<file path="config.mk">
export PLATFORM = sky130hd
export DESIGN_NAME = fsq_status
export DESIGN_NICKNAME = d
export VERILOG_FILES = /design/src/hw/fsq_pkg.sv /design/src/hw/fsq_status.sv
export SDC_FILE = /design/constraint.sdc
export NUM_CORES = 1
export LEC_CHECK = 0
export BUFFER_PORTS_ARGS = -buffer_cell sky130_fd_sc_hd__buf_4
export CAP_MARGIN = 20
export CORE_UTILIZATION = 37
export CTS_CLUSTER_DIAMETER = 80
export DETAILED_ROUTE_END_ITERATION = 7
export PLACE_DENSITY = 0.74
export SYNTH_ARGS = -nofsm -noshare
export SYNTH_HDL_FRONTEND = slang
export SYNTH_SLANG_ARGS = --single-unit
</file>
<file path="constraint.sdc">
create_clock -name clk_sys -period 1.5 [get_ports clk_sys]
set_input_delay 0.075 -clock clk_sys [delete_from_list [all_inputs] [get_ports clk_sys]]
set_output_delay 0.075 -clock clk_sys [all_outputs]
set_load 0.05 [all_outputs]
</file>
<file path="src/hw/fsq_pkg.sv">
// Package with register map, field positions and event carriers of the flash status block.
package fsq_pkg;

   // Register byte addresses on the peripheral port.
   localparam logic [31:0] STATUS_ADDR     = 32'h407FE080;
   localparam logic [31:0] MODE_ENTRY_ADDR = 32'h407FE084;
   localparam logic [31:0] SETUP_INIT_ADDR = 32'h407FE08C;

   // Mode entry field layout and keys.
   localparam int          CODE_MODE_BIT   = 0;
   localparam int          DATA_MODE_BIT   = 7;
   localparam logic [7:0]  MODE_KEY        = 8'hAA;
   localparam logic [7:0]  SETUP_KEY       = 8'h2D;
   localparam logic [15:0] MODE_RESET      = 16'h0000;
   localparam logic [15:0] MODE_CODE_ONLY  = 16'h0001;
   localparam logic [15:0] MODE_DATA_ONLY  = 16'h0080;

   // Status word field positions.
   localparam int WPROT_BIT     = 6;
   localparam int PSUSP_BIT     = 8;
   localparam int ESUSP_BIT     = 9;
   localparam int BFULL_BIT     = 10;
   localparam int SRDY_BIT      = 11;
   localparam int PERR_BIT      = 12;
   localparam int EERR_BIT      = 13;
   localparam int ILLEGAL_BIT   = 14;
   localparam int READY_BIT     = 15;
   localparam int OTHER_BIT     = 20;
   localparam int SECURITY_BIT  = 21;
   localparam int SETTING_BIT   = 22;
   localparam int CMDCODE_BIT   = 23;
   localparam logic READY_RESET = 1'b1;

   // Default depth of the write-data buffer, in words.
   localparam int BUF_DEPTH     = 4;

   // Events reported by the command decoder and flash core, one-cycle pulses.
   typedef struct packed {
      logic protect_violation;  // Overwrite protection violated.
      logic prog_suspend_start; // Suspend processing begins during programming.
      logic erase_suspend_start; // Suspend processing begins during erasure.
      logic resume_received;    // Resume write to command area completed.
      logic suspend_received;   // Suspend write to command area completed.
      logic stop_received;      // Forced-stop write to command area completed.
      logic stop_start;         // Forced-stop processing begins.
      logic stop_done;          // Forced-stop processing has ended.
      logic clear_start;        // Status-clear processing begins.
      logic clear_done;         // Status-clear processing has ended.
      logic prog_fail;          // Programming failed.
      logic erase_fail;         // Erasure failed.
      logic illegal_cmd;        // Illegal request or illegal flash access.
      logic pe_started;         // Program or erase operation started.
      logic suspend_possible;   // Core reached a suspendable point.
      logic pe_complete;        // Program or erase operation completed.
      logic cmd_complete;       // Any command processing completed.
      logic suspend_halted;     // Suspend has halted programming.
      logic first_write;        // First write of a request to command area.
      logic last_write;         // Last write of a request to command area.
      logic req_prog_or_cfg;    // The request is program or configuration set.
      logic req_clear_or_stop;  // The request is status clear or forced stop.
      logic other_err;          // Other error detected.
      logic security_err;       // Security error detected.
      logic setting_err;        // Mode entry setting error detected.
      logic cmdcode_err;        // Illegal command code detected.
   } fsq_event_type;

   // Mode state shown to the flash core.
   typedef struct packed {
      logic code_flash_pe_mode; // Code flash in program/erase mode.
      logic data_flash_pe_mode; // Data flash in program/erase mode.
   } fsq_mode_type;

endpackage : fsq_pkg

</file>
<file path="src/hw/fsq_status.sv">
// Status flags, write-data buffer and program/erase mode entry of the flash sequencer.
//
// Chosen here: the strobed register port.
`timescale 1ns/10ps
`default_nettype none

module fsq_status #(
   parameter int DEPTH = fsq_pkg::BUF_DEPTH  // Write-data buffer depth in words.
) (
   input  wire logic                  clk_sys,
   input  wire logic                  sys_rst,
   input  wire logic                  clk_en,
   input  wire logic [31:0]           reg_addr,
   input  wire logic [31:0]           reg_wdata,
   input  wire logic                  reg_write,
   input  wire logic                  reg_read,
   input  wire logic                  reg_wide,
   output var  logic [31:0]           reg_rdata,
   input  wire fsq_pkg::fsq_event_type seq_event,
   input  wire logic                  code_flash_access_error,
   input  wire logic                  data_flash_access_error,
   input  wire logic                  data_push,
   input  wire logic                  data_pop,
   output var  logic                  data_wait,
   output var  logic                  command_locked,
   output var  fsq_pkg::fsq_mode_type pe_mode
);

   // Width of the buffer fill counter.
   localparam int CW = $clog2(DEPTH + 1);
   localparam logic [CW-1:0] FULL_COUNT = CW'(DEPTH);

   // Status flags.
   logic write_protect_error_flag;    // Overwrite protection violated.
   logic program_suspend_status;      // Programming suspended or suspending.
   logic erase_suspend_status;        // Erasure suspended or suspending.
   logic write_buffer_full;           // Write-data buffer full.
   logic suspend_ready;               // Suspend request can be taken.
   logic program_error_flag;          // Programming failed.
   logic erase_error_flag;            // Erasure failed.
   logic illegal_request_flag;        // Illegal request or access seen.
   logic sequencer_ready;             // No command in progress.
   logic other_error_flag;            // Other error.
   logic security_error_flag;         // Security error.
   logic mode_entry_setting_error;    // Mode entry setting error.
   logic illegal_command_code_error;  // Illegal command code.
   logic pe_busy;                     // A program or erase operation runs.
   logic [CW-1:0] fill_count;         // Words held in the buffer.
   logic [CW-1:0] next_fill_count;    // Fill count after this cycle.

   // Bus decode and lock terms.
   logic mode_write;                  // Write to the mode entry register.
   logic init_write;                  // Accepted setup initialize write.
   logic mode_enabled;                // Mode write with ready and key.
   logic mode_zero;                   // Mode register now reads zero.
   logic mode_illegal;                // Written mode value is invalid.
   logic locked;                      // Any lock-causing flag set.
   logic accept_ok;                   // Request allowed under lock.
   logic access_err;                  // Either flash access error present.
   logic [31:0] status_word;          // Assembled status register.

   assign mode_write = reg_write && (reg_addr == fsq_pkg::MODE_ENTRY_ADDR);
   // Mode bits take written values only with ready, a full-width write and the right key.
   assign mode_enabled = mode_write && sequencer_ready && reg_wide &&
                         (reg_wdata[15:8] == fsq_pkg::MODE_KEY);
   assign mode_zero = !pe_mode.code_flash_pe_mode && !pe_mode.data_flash_pe_mode;
   // Setting both bits from zero gives 0081h, which is neither legal value.
   assign mode_illegal = mode_enabled && mode_zero &&
                         reg_wdata[fsq_pkg::CODE_MODE_BIT] &&
                         reg_wdata[fsq_pkg::DATA_MODE_BIT];
   // Setup initialize needs ready, a full-width write, key 2Dh and bit 0 set.
   assign init_write = reg_write && (reg_addr == fsq_pkg::SETUP_INIT_ADDR) &&
                       sequencer_ready && reg_wide && reg_wdata[0] &&
                       (reg_wdata[15:8] == fsq_pkg::SETUP_KEY);
   assign access_err = code_flash_access_error || data_flash_access_error;
   // Every lock-causing flag holds the sequencer command-locked.
   assign locked = write_protect_error_flag || program_error_flag ||
                   erase_error_flag || illegal_request_flag ||
                   other_error_flag || security_error_flag ||
                   mode_entry_setting_error || illegal_command_code_error;
   assign accept_ok = !locked || seq_event.req_clear_or_stop;

   // Buffer count: a push is taken only when space remains.
   always_comb begin
      next_fill_count = fill_count;
      if (data_push && (fill_count != FULL_COUNT) && !(data_pop && fill_count != '0)) begin
         next_fill_count = fill_count + CW'(1);
      end else if (data_pop && (fill_count != '0) &&
                   !(data_push && fill_count != FULL_COUNT)) begin
         next_fill_count = fill_count - CW'(1);
      end
   end

   // Fill counter and the bus wait it drives.
   always_ff @(posedge clk_sys) begin
      if (sys_rst) begin
         fill_count <= '0;
         data_wait  <= 1'b0;
      end else if (clk_en) begin
         fill_count <= next_fill_count;
         // The master holds its data write while this is high.
         data_wait  <= (next_fill_count == FULL_COUNT);
      end
   end

   // Buffer-full flag follows fill and drain edges, not every count change.
   always_ff @(posedge clk_sys) begin
      if (sys_rst) begin
         write_buffer_full <= 1'b0;
      end else if (clk_en) begin
         if (next_fill_count == FULL_COUNT) begin
            write_buffer_full <= 1'b1;
         end else if (next_fill_count == '0) begin
            write_buffer_full <= 1'b0;
         end
      end
   end

   // Write protect error: only a forced stop clears it.
   always_ff @(posedge clk_sys) begin
      if (sys_rst) begin
         write_protect_error_flag <= 1'b0;
      end else if (clk_en) begin
         if (seq_event.protect_violation) begin
            write_protect_error_flag <= 1'b1;
         end else if (seq_event.stop_start) begin
            write_protect_error_flag <= 1'b0;
         end
      end
   end

   // Suspend status flags; a new suspend wins over a simultaneous clear.
   always_ff @(posedge clk_sys) begin
      if (sys_rst) begin
         program_suspend_status <= 1'b0;
         erase_suspend_status   <= 1'b0;
      end else if (clk_en) begin
         if (seq_event.prog_suspend_start) begin
            program_suspend_status <= 1'b1;
         end else if (seq_event.resume_received || seq_event.stop_start) begin
            program_suspend_status <= 1'b0;
         end
         if (seq_event.erase_suspend_start) begin
            erase_suspend_status <= 1'b1;
         end else if (seq_event.resume_received || seq_event.stop_start) begin
            erase_suspend_status <= 1'b0;
         end
      end
   end

   // Tracks whether a program or erase operation is under way.
   always_ff @(posedge clk_sys) begin
      if (sys_rst) begin
         pe_busy <= 1'b0;
      end else if (clk_en) begin
         if (seq_event.pe_started) begin
            pe_busy <= 1'b1;
         end else if (seq_event.pe_complete || seq_event.stop_start) begin
            pe_busy <= 1'b0;
         end
      end
   end

   // Suspend ready: only meaningful while an operation runs.
   always_ff @(posedge clk_sys) begin
      if (sys_rst) begin
         suspend_ready <= 1'b0;
      end else if (clk_en) begin
         if (seq_event.suspend_possible && pe_busy && !locked) begin
            suspend_ready <= 1'b1;
         end else if (seq_event.suspend_received || seq_event.stop_received ||
                      (locked && pe_busy) || seq_event.pe_complete) begin
            suspend_ready <= 1'b0;
         end
      end
   end

   // Program and erase error flags, cleared as clear or stop begins.
   always_ff @(posedge clk_sys) begin
      if (sys_rst) begin
         program_error_flag <= 1'b0;
         erase_error_flag   <= 1'b0;
      end else if (clk_en) begin
         if (seq_event.prog_fail) begin
            program_error_flag <= 1'b1;
         end else if (seq_event.clear_start || seq_event.stop_start) begin
            program_error_flag <= 1'b0;
         end
         if (seq_event.erase_fail) begin
            erase_error_flag <= 1'b1;
         end else if (seq_event.clear_start || seq_event.stop_start) begin
            erase_error_flag <= 1'b0;
         end
      end
   end

   // Illegal flag: a forced stop always drops it for the stop's duration,
   // a status clear only when no access error is pending, and either one
   // raises it again at its end if an access error is still present.
   always_ff @(posedge clk_sys) begin
      if (sys_rst) begin
         illegal_request_flag <= 1'b0;
      end else if (clk_en) begin
         if (seq_event.illegal_cmd || mode_illegal) begin
            illegal_request_flag <= 1'b1;
         end else if ((seq_event.stop_done || seq_event.clear_done) && access_err) begin
            illegal_request_flag <= 1'b1;
         end else if (seq_event.stop_start ||
                      (seq_event.clear_start && !access_err)) begin
            illegal_request_flag <= 1'b0;
         end
      end
   end

   // Four further lock-causing errors, cleared when clear or stop ends.
   always_ff @(posedge clk_sys) begin
      if (sys_rst) begin
         other_error_flag           <= 1'b0;
         security_error_flag        <= 1'b0;
         mode_entry_setting_error   <= 1'b0;
         illegal_command_code_error <= 1'b0;
      end else if (clk_en) begin
         if (seq_event.other_err) begin
            other_error_flag <= 1'b1;
         end else if (seq_event.clear_done || seq_event.stop_done) begin
            other_error_flag <= 1'b0;
         end
         if (seq_event.security_err) begin
            security_error_flag <= 1'b1;
         end else if (seq_event.clear_done || seq_event.stop_done) begin
            security_error_flag <= 1'b0;
         end
         if (seq_event.setting_err) begin
            mode_entry_setting_error <= 1'b1;
         end else if (seq_event.clear_done || seq_event.stop_done) begin
            mode_entry_setting_error <= 1'b0;
         end
         if (seq_event.cmdcode_err) begin
            illegal_command_code_error <= 1'b1;
         end else if (seq_event.clear_done || seq_event.stop_done) begin
            illegal_command_code_error <= 1'b0;
         end
      end
   end

   // Ready flag; a completion in the same cycle as an accept keeps it set.
   always_ff @(posedge clk_sys) begin
      if (sys_rst) begin
         sequencer_ready <= fsq_pkg::READY_RESET;
      end else if (clk_en) begin
         if (seq_event.cmd_complete || seq_event.suspend_halted ||
             seq_event.stop_done) begin
            sequencer_ready <= 1'b1;
         end else if (accept_ok &&
                      ((seq_event.first_write && seq_event.req_prog_or_cfg) ||
                       (seq_event.last_write && !seq_event.req_prog_or_cfg))) begin
            sequencer_ready <= 1'b0;
         end
      end
   end

   // Command lock level for the decoder, which refuses other requests.
   always_ff @(posedge clk_sys) begin
      if (sys_rst) begin
         command_locked <= 1'b0;
      end else if (clk_en) begin
         command_locked <= locked;
      end
   end

   // Mode entry register. Key bits are not stored, so only two flops exist.
   always_ff @(posedge clk_sys) begin
      if (sys_rst || (clk_en && init_write)) begin
         pe_mode <= '0;
      end else if (clk_en && mode_write && sequencer_ready) begin
         if (mode_enabled && mode_zero) begin
            // From zero, each bit takes the written value.
            pe_mode.code_flash_pe_mode <= reg_wdata[fsq_pkg::CODE_MODE_BIT];
            pe_mode.data_flash_pe_mode <= reg_wdata[fsq_pkg::DATA_MODE_BIT];
         end else begin
            // Narrow write, wrong key, or any enabled write while set.
            pe_mode <= '0;
         end
      end
   end

   // Status word; reserved bits read as zero.
   always_comb begin
      status_word                          = '0;
      status_word[fsq_pkg::WPROT_BIT]      = write_protect_error_flag;
      status_word[fsq_pkg::PSUSP_BIT]      = program_suspend_status;
      status_word[fsq_pkg::ESUSP_BIT]      = erase_suspend_status;
      status_word[fsq_pkg::BFULL_BIT]      = write_buffer_full;
      status_word[fsq_pkg::SRDY_BIT]       = suspend_ready;
      status_word[fsq_pkg::PERR_BIT]       = program_error_flag;
      status_word[fsq_pkg::EERR_BIT]       = erase_error_flag;
      status_word[fsq_pkg::ILLEGAL_BIT]    = illegal_request_flag;
      status_word[fsq_pkg::READY_BIT]      = sequencer_ready;
      status_word[fsq_pkg::OTHER_BIT]      = other_error_flag;
      status_word[fsq_pkg::SECURITY_BIT]   = security_error_flag;
      status_word[fsq_pkg::SETTING_BIT]    = mode_entry_setting_error;
      status_word[fsq_pkg::CMDCODE_BIT]    = illegal_command_code_error;
   end

   // Read port: data stand one cycle after the strobe; unmapped reads zero.
   always_ff @(posedge clk_sys) begin
      if (sys_rst) begin
         reg_rdata <= '0;
      end else if (clk_en) begin
         reg_rdata <= '0;
         if (reg_read) begin
            unique case (reg_addr)
               fsq_pkg::STATUS_ADDR: begin
                  reg_rdata <= status_word;
               end
               fsq_pkg::MODE_ENTRY_ADDR: begin
                  // Key field reads zero since it is never retained.
                  reg_rdata[fsq_pkg::CODE_MODE_BIT] <= pe_mode.code_flash_pe_mode;
                  reg_rdata[fsq_pkg::DATA_MODE_BIT] <= pe_mode.data_flash_pe_mode;
               end
               default: begin
                  reg_rdata <= '0;
               end
            endcase
         end
      end
   end

endmodule : fsq_status

`default_nettype wire

</file>
==> results.yml, run 1 <==
yosys:
  synth-compound-area-share: 0.193
  synth-seq-cells: 36
  synth_fa_ha_area_frac: 0.0193
  synthMuxAreaShare: 0.0315
  syn_area_per_cell_um2: 8.89
  synth_area_um2: 1950
  synthXorXnorAreaFrac: 0.00900
  yosys_warnings: 0
  synth_cells: 219
  async_flop_share: 0
  synth_edf_count: 0
  synthSimpleGateAreaFrac: 0.271
  ys.flop_type: "dfxtp_1"
  ys_types: 47
  ys_seq_area_frac: 0.370
  synth_top_family_by_area: "simple AND/OR/NAND/NOR gates"
worst_setup_path:
  path_common_cell: "mux2i_1"
  cp_max_fo: 4
  cp_top_family: "compound AO/OA/AOI/OAI gates"
  slowest_delay_ns: 0.34
  path_cells: "inv_2, ha_4, a21bo_4, mux2i_1, mux2i_1, nor4_2, a31o_2"
  crit_buf_inv: 1
  critPathCaptureType: "flip-flop"
  arrival_ns: 1.69
  cp-start-kind: "flip-flop"
  required_ns: 1.69
  rrSetupSlack_ns: -0.006
  slowest_stage: "dfxtp_2"
  crit_type: "flip-flop to flip-flop"
place:
  hpwlAfterDp_um: 3990
  dp.cells: 389
  portBuffers: 96
  gp_congestion: 0.821
detailed_routing:
  first_iter_violations: 74
  num_vias: 2011
  finalWirelength_um: 4970
  viasPerCell: 5.04
  wl_per_cell_um: 12.5
  ant_nets: 0
  drc: 0
  dr.pass1.iters: 4
timing:
  slew_violations: 0
  rsz0062_at_grt: "yes"
  timing.fmax_mhz: 664
  whs_ns: 0.0346
  fin_skew_ns: 0.00843
  period_share: 1.00
  min_period_ns: 1.51
  setup_ws_ns: -0.00638
  finalSetupViolCount: 2
  setup_tns_ns: -0.0127
  hold_viol: 0
power_and_ir_drop:
  internal_power_uw: 1790
  power_uw: 2470
  comb_power_share: 0.253
  p_clk_frac: 0.336
  p_switching_uw: 679
  power.density_nw_per_um2: 832
  swShare: 0.275
  irDropWorstVdd_uv: 626
  leakagePower_uw: 0.00133
  pwr-share-seq: 0.411
layout:
  syn2layout_area_growth_pct: 52.4
  antenna_cells: 0
  nets: 431
  final_common_cell: "buf_4"
  largest_register_ffs: 15
  utilization: 0.585
  max_flop_register: "reg_rdata"
  final_cells: 399
  mostFrequentLayoutCells: "buf_4 (111), nor2_1 (32), dfxtp_1 (32)"
  num-fill-cells: 471
  top_regs: "reg_rdata (15), fill_count (3), pe_mode (2)"
  drive_above_1_share: 0.450
global_route:
  grt_max_degree: 33
  grt_pass1_vias: 1863
  grt_overflow_total: 0
  grt_pass1_wl_um: 8020
  antenna_found_initial: 0
  grt_use_total: 0.189
clock_network:
  htree_levels: 2
  clockBufferDepth: 2
  numClockSinks: 36
  clkSlewWorstSetupHoldPaths_ns: 0.07
  worst_skew_pair.late_latency_ns: 0.29
  tritoncts: "done"
  root_buffer: "clkbuf_8"
  cts_buffers: 5
  holdBufCountCts: 0
outcome:
  status: "complete, but fails checks"
  violations: "negative setup slack"
floorplan:
  start_util: 0.384
  dieWidth_um: 74.5
  fp.dieArea_um2: 5560
  die_h_um: 74.5
  core_um2: 5070
  rows: 26
  io_pins: 136
min_path:
  hold_path.class: "input pin to flip-flop"
run:
  maxCapViolCount: 0
[path summary, 6_finish.rpt]
kind,to,start,depth (start not counted)
worst min register to register,reg_rdata[0]$_SDFFE_PP0P_,reg_rdata[0]$_SDFFE_PP0P_,2
worst max-delay path,data_wait$_SDFFE_PP0P_,fill_count[1]$_SDFFE_PP0P_,7
worst min-delay path,sequencer_ready$_SDFFE_PP1P_,seq_event[9],3
worst max register to register,data_wait$_SDFFE_PP0P_,fill_count[1]$_SDFFE_PP0P_,7
[Yosys cell counts (all sizes together), types with 3 or more instances]
| cell | count | area [um^2] |
|---|---|---|
| nand3 | 3 | 15.0 |
| nand2b | 5 | 31.3 |
| nor3 | 3 | 15.0 |
| inv | 5 | 18.8 |
| mux2i | 5 | 50.1 |
| clkbuf | 6 | 23.8 |
| a22oi | 23 | 183 |
| o21ai | 9 | 45.0 |
| a21oi | 8 | 40.0 |
| o31ai | 3 | 22.5 |
| nand4b | 3 | 26.3 |
| nand2 | 8 | 30.0 |
| nor4 | 6 | 58.8 |
| buf | 21 | 161 |
| nor2 | 33 | 124 |
| ha | 3 | 37.5 |
| nand4 | 10 | 68.8 |
| dfxtp | 36 | 721 |
[timing repair]
| action | in CTS | in global routing |
|---|---|---|
| setup endpoints to repair | 5 | 7 |
| gates resized for setup | 11 | 6 |
| setup buffers | 1 | 1 |
| pin swaps | 4 | 1 |
| gates cloned | 0 | 0 |
[power by group through the flow]
| stage | Clock, uW | Sequential [uW] | Combinational (uW) |
|---|---|---|---|
| floorplan | 0 | 1040 | 343 |
| global placement | 0 | 1030 | 566 |
| detailed placement | 0 | 1030 | 579 |
| CTS | 839 | 1010 | 615 |
| global route | 884 | 1020 | 684 |
| finish | 830 | 1020 | 624 |
[metrics by stage]
step	instance area, um^2	setup WS (ns)
after floorplan	2020	0.0150
after global placement	2780	-0.0744
after detailed placement	2780	-0.0989
after CTS	2940	-0.0138
after global routing	2970	-0.106
final	2970	-0.00638
[layout make-up]
class / count / area [um^2] / share of cell area
multi-input cells: 167 / 1150 / 0.389
clock buffers: 6 / 72.6 / 0.0245
well taps: 70 / 87.6 / 0.0295
inverters: 5 / 18.8 / 0.00632
clock inverters: 2 / 35.0 / 0.0118
flip-flops and latches: 36 / 726 / 0.245
repair buffers: 113 / 873 / 0.294
[per-layer routing]
metal	track usage	vias to the layer above	wire length [um]
li1	-	996	-
met2	0.332	74	2580
met1	0.229	937	2050
met3	0.0407	4	290
met4	0.0608	0	46
met5	0	-	0
[kinds of logic (layout without fill, tap and decap cells)]
| kind of cell | after synthesis | after routing |
|---|---|---|
| XOR/XNOR | 2 | 2 |
| other | 1 | 17 |
| flip-flops | 36 | 36 |
| AO/OA/AOI/OAI | 53 | 53 |
| AND/OR/NAND/NOR | 86 | 86 |
| buffers and inverters | 32 | 126 |
| adder cells (fa/ha/maj) | 3 | 3 |
| multiplexers | 6 | 6 |
[worst min-delay path, cell delays in order]
cell     delay, ns
buf_4         0.08
o31ai_1       0.06
nand3_1       0.07
Note: power is estimated with default switching activity, not from simulation.
==> inputs of run 2 (changes only) <==
CORE_UTILIZATION = 38   (was 37)
CTS_BUF_LIST = sky130_fd_sc_hd__clkbuf_8   (was unset)
PLACE_DENSITY = 0.76   (was 0.74)
==> run 2 against run 1 <==
  * The flow still finishes with violations (negative setup slack)
  * Clock power increased by 2.8%
  * Flip-flop and latch count unchanged
  * Critical path depth unchanged
  * Worst hold slack got worse by 0.021 ns
  * Clock-buffer cell count decreased by 1
  * Cell count increased by 1.0%
  * Via count decreased by 1.4%
  * Combinational power increased by 0.8%
  * Fmax increased by 0.21%
  * Register-to-register slack about the same
  * Non-clock buffer count increased by 7
  * Largest cell class unchanged
==> results.yml, run 2 (synthesis gave the netlist of run 1 again) <==
clock_network:
  clkSlewWorstSetupHoldPaths_ns: 0.07
  clockBufferDepth: 2
  numClockSinks: 36
  tritoncts: "done"
  worst_skew_pair.late_latency_ns: 0.29
  cts_buffers: 5
  root_buffer: "clkbuf_8"
  htree_levels: 2
detailed_routing:
  first_iter_violations: 83
  finalWirelength_um: 5100
  num_vias: 1983
  drc: 0
  ant_nets: 0
  dr.pass1.iters: 4
  wl_per_cell_um: 12.7
  viasPerCell: 4.92
timing:
  rsz0062_at_grt: "yes"
  finalSetupViolCount: 1
  hold_viol: 0
  min_period_ns: 1.50
  slew_violations: 0
  fin_skew_ns: 0.00363
  setup_tns_ns: -0.00326
  setup_ws_ns: -0.00326
  timing.fmax_mhz: 665
  period_share: 1.00
  whs_ns: 0.0138
power_and_ir_drop:
  p_switching_uw: 702
  irDropWorstVdd_uv: 474
  leakagePower_uw: 0.00134
  swShare: 0.281
  comb_power_share: 0.252
  internal_power_uw: 1790
  pwr-share-seq: 0.406
  power.density_nw_per_um2: 837
  p_clk_frac: 0.342
worst_setup_path:
  cp-start-kind: "flip-flop"
  critPathCaptureType: "flip-flop"
  required_ns: 1.72
  crit_type: "flip-flop to flip-flop"
  arrival_ns: 1.72
  cp_max_fo: 4
global_route:
  grt_pass1_vias: 1939
  antenna_found_initial: 0
  grt_pass1_wl_um: 8270
  grt_max_degree: 33
  grt_use_total: 0.202
  grt_overflow_total: 0
floorplan:
  die_h_um: 73.6
  start_util: 0.404
  rows: 25
  io_pins: 136
  dieWidth_um: 73.6
  fp.dieArea_um2: 5410
  core_um2: 4820
layout:
  nets: 438
  antenna_cells: 0
  num-fill-cells: 443
  final_cells: 403
  largest_register_ffs: 15
  drive_above_1_share: 0.458
  top_regs: "reg_rdata (15), fill_count (3), pe_mode (2)"
  final_common_cell: "buf_4"
  max_flop_register: "reg_rdata"
  syn2layout_area_growth_pct: 53.1
  mostFrequentLayoutCells: "buf_4 (119), nor2_1 (32), dfxtp_1 (32)"
  utilization: 0.619
run:
  maxCapViolCount: 0
place:
  gp_congestion: 0.847
  portBuffers: 96
  hpwlAfterDp_um: 4060
  dp.cells: 393
min_path:
  hold_path.class: "input pin to flip-flop"
outcome:
  status: "complete, but fails checks"
  violations: "negative setup slack"
[run 2: timing repair]
action                                  4_1_cts  5_1_grt
endpoints found under the setup margin        5        6
resized for setup                             9        5
pin swaps                                     4        5
hold endpoints to repair                      1        0
buffers inserted                              1        0
hold buffers                                  1        0
[run 2: critical path, cell delays in order, from the launching register on]
cell and delay [ns]:
dfxtp_2 0.34, inv_2 0.05, ha_4 0.17, a21bo_4 0.22, a21oi_1 0.23, mux2_2 0.21, nand2_1 0.05, a21oi_1 0.16
[run 2: through the flow]
| step | power [uW] | worst slack [ns] | cell area, um^2 |
|---|---|---|---|
| 4_1_cts | 2510 | 0.00404 | 2970 |
| 3_3_place_gp | 1610 | -0.0556 | 2800 |
| 2_1_floorplan | 1380 | 0.0150 | 2020 |
| 6_report | 2490 | -0.00326 | 2980 |
| 3_5_place_dp | 1620 | -0.0734 | 2800 |
| 5_1_grt | 2620 | -0.140 | 2980 |
[run 2: layer usage]
metal | wire length, um | vias to the layer above | share of wire | GRT usage
met4 | 59 | 0 | 0.012 | 0.0598
met3 | 326 | 6 | 0.064 | 0.0727
li1 | - | 1006 | - | -
met5 | 0 | - | 0 | 0
met1 | 2150 | 898 | 0.42 | 0.236
met2 | 2560 | 73 | 0.50 | 0.344
[run 2: area by class of cell]
class                           instances  area, um^2  share of cell area
Clock buffer                            5        68.8              0.0231
Clock inverter                          3        42.5              0.0143
Inverter                                5        18.8             0.00630
Multi-Input combinational cell        167        1140               0.382
Sequential cell                        36         726               0.243
Tap cell                               67        83.8              0.0281
Timing Repair Buffer                  120         903               0.303
[run 2: power groups by stage]
stage	clock, uW	sequential, uW	combinational (uW)
final	853	1010	629
after global placement	0	1030	579
after floorplan	0	1040	343
after CTS	874	1010	623
after detailed placement	0	1030	589
after global routing	919	1020	685
[run 2: worst paths after layout]
check,endpoint,cells after the start,start,slack (ns)
min,sequencer_ready$_SDFFE_PP1P_,3,seq_event[8],0.01
min reg2reg,reg_rdata[7]$_SDFFE_PP0P_,2,reg_rdata[7]$_SDFFE_PP0P_,0.47
max,fill_count[1]$_SDFFE_PP0P_,7,fill_count[1]$_SDFFE_PP0P_,-0.003
max reg2reg,fill_count[1]$_SDFFE_PP0P_,7,fill_count[1]$_SDFFE_PP0P_,-0.003
==> inputs of run 3 (changes only) <==
PLACE_DENSITY = 0.78   (was 0.76)
==> run 3 against run 2 <==
  * The run still ends with negative setup slack left
  * Die area unchanged
  * Clock-buffer cell count unchanged
  * Utilization is 0.75 points lower
  * Highest routed layer unchanged
==> results.yml, run 3 (synthesis gave the netlist of run 1 again) <==
global_route:
  grt_use_total: 0.194
  grt_overflow_total: 0
  grt_max_degree: 33
  grt_pass1_vias: 1914
  grt_pass1_wl_um: 8060
  antenna_found_initial: 0
power_and_ir_drop:
  irDropWorstVdd_uv: 579
  leakagePower_uw: 0.00130
  power_uw: 2470
  power.density_nw_per_um2: 838
floorplan:
  die_h_um: 73.6
  io_pins: 136
  core_um2: 4820
  fp.dieArea_um2: 5410
  rows: 25
  dieWidth_um: 73.6
  start_util: 0.404
worst_setup_path:
  arrival_ns: 1.72
  slowest_stage: "dfxtp_2"
  required_ns: 1.68
  crit_type: "flip-flop to flip-flop"
  r2r_cells: 7
  slowest_delay_ns: 0.34
  path_common_cell: "mux2i_1"
  cp_max_fo: 4
  path_cells: "inv_2, ha_4, a21bo_4, mux2i_1, mux2i_1, nor4_2, a31o_2"
  crit_path_start: "fill_count[1]$_SDFFE_PP0P_"
  critPathCaptureType: "flip-flop"
  cp-start-kind: "flip-flop"
  rrSetupSlack_ns: -0.04
  reg2reg_from: "fill_count[1]$_SDFFE_PP0P_"
  r2r_end: "data_wait$_SDFFE_PP0P_"
clock_network:
  numClockSinks: 36
  cts_buffers: 5
  holdBufCountCts: 0
  htree_levels: 2
  root_buffer: "clkbuf_8"
  tritoncts: "done"
  clockBufferDepth: 2
  worst_skew_pair.late_latency_ns: 0.28
  clkSlewWorstSetupHoldPaths_ns: 0.07
place:
  portBuffers: 96
  gp_congestion: 0.789
  dpl_cell_area_um2: 2770
  hpwlAfterDp_um: 4020
layout:
  num-fill-cells: 447
  mostFrequentLayoutCells: "buf_4 (107), nor2_1 (32), dfxtp_1 (32)"
  nets: 428
  max_flop_register: "reg_rdata"
  antenna_cells: 0
  drive_above_1_share: 0.448
  syn2layout_area_growth_pct: 51.2
  largest_register_ffs: 15
  final_common_cell: "buf_4"
  finalInstanceArea_um2: 2940
  top_regs: "reg_rdata (15), fill_count (3), pe_mode (2)"
min_path:
  hold_path_depth: 3
  hold_end: "pe_busy$_SDFFE_PP0P_"
  hold_path.class: "input pin to flip-flop"
  min_from: "seq_event[12]"
detailed_routing:
  ant_nets: 0
  dr.pass1.iters: 4
  finalWirelength_um: 5000
  drc: 0
  viasPerCell: 5.00
  num_vias: 1966
  wl_per_cell_um: 12.7
  first_iter_violations: 82
timing:
  rsz0062_at_grt: "yes"
  setup_ws_ns: -0.0359
  fin_skew_ns: 0.00599
  finalSetupViolCount: 2
  hold_viol: 0
  min_period_ns: 1.54
  period_share: 1.02
  setup_tns_ns: -0.0443
  slew_violations: 0
  timing.fmax_mhz: 651
outcome:
  status: "complete, but fails checks"
  violations: "negative setup slack"
run:
  maxCapViolCount: 0
[run 3: routing by layer]
metal,vias up,share of wire,global-route usage
met5,-,0,0
met4,0,0.011,0.0641
met3,6,0.074,0.0686
met2,77,0.52,0.341
met1,894,0.40,0.218
li1,989,-,-
[run 3: how the worst max path moves through the flow]
stage | slack (ns) | end
2_1_floorplan | 0.01 | data_wait$_SDFFE_PP0P_
3_3_place_gp | -0.03 | illegal_request_flag$_SDFFE_PP0P_
3_5_place_dp | -0.08 | data_wait$_SDFFE_PP0P_
4_1_cts | -0.05 | data_wait$_SDFFE_PP0P_
5_1_grt | -0.11 | data_wait$_SDFFE_PP0P_
6_report | -0.04 | data_wait$_SDFFE_PP0P_
[run 3: power breakdown]
part	internal [uW]	leakage (uW)	switching [uW]
logic	301	0.000954	314
registers	989	0.000295	27.3
clock network	491	0.0000541	345
[run 3: what timing repair did]
action	4_1_cts	5_1_grt
pin swaps	4	3
setup buffers	1	0
setup endpoints to repair	5	6
gates resized for setup	6	8
[run 3: cell type report]
cell class / count / area, um^2 / share of cell area
flip-flops and latches: 36 / 726 / 0.246
clock buffers: 5 / 68.8 / 0.0234
clock inverters: 3 / 42.5 / 0.0144
inverters: 5 / 18.8 / 0.00637
well taps: 67 / 83.8 / 0.0285
multi-input cells: 167 / 1140 / 0.388
repair buffers: 110 / 863 / 0.293
[run 3: worst max-delay path, delay by kind of cell (launching register included)]
kind / cells / cell delay, ns
buffers and inverters: 1 / 0.05
muxes: 2 / 0.36
AOI/OAI and AO/OA: 2 / 0.44
adders and majority gates: 1 / 0.17
DFF: 1 / 0.34
and+or+nand+nor: 1 / 0.07
[run 3: per-stage QoR]
stage	cells	util	hold WS [ns]	setup WS, ns
final	393	0.611	0.0390	-0.0359
after global routing	393	0.611	0.0339	-0.112
after CTS	393	0.606	0.0350	-0.0463
after detailed placement	384	0.575	0.331	-0.0841
after global placement	384	0.575	0.325	-0.0313
after floorplan	235	-	0.211	0.0150
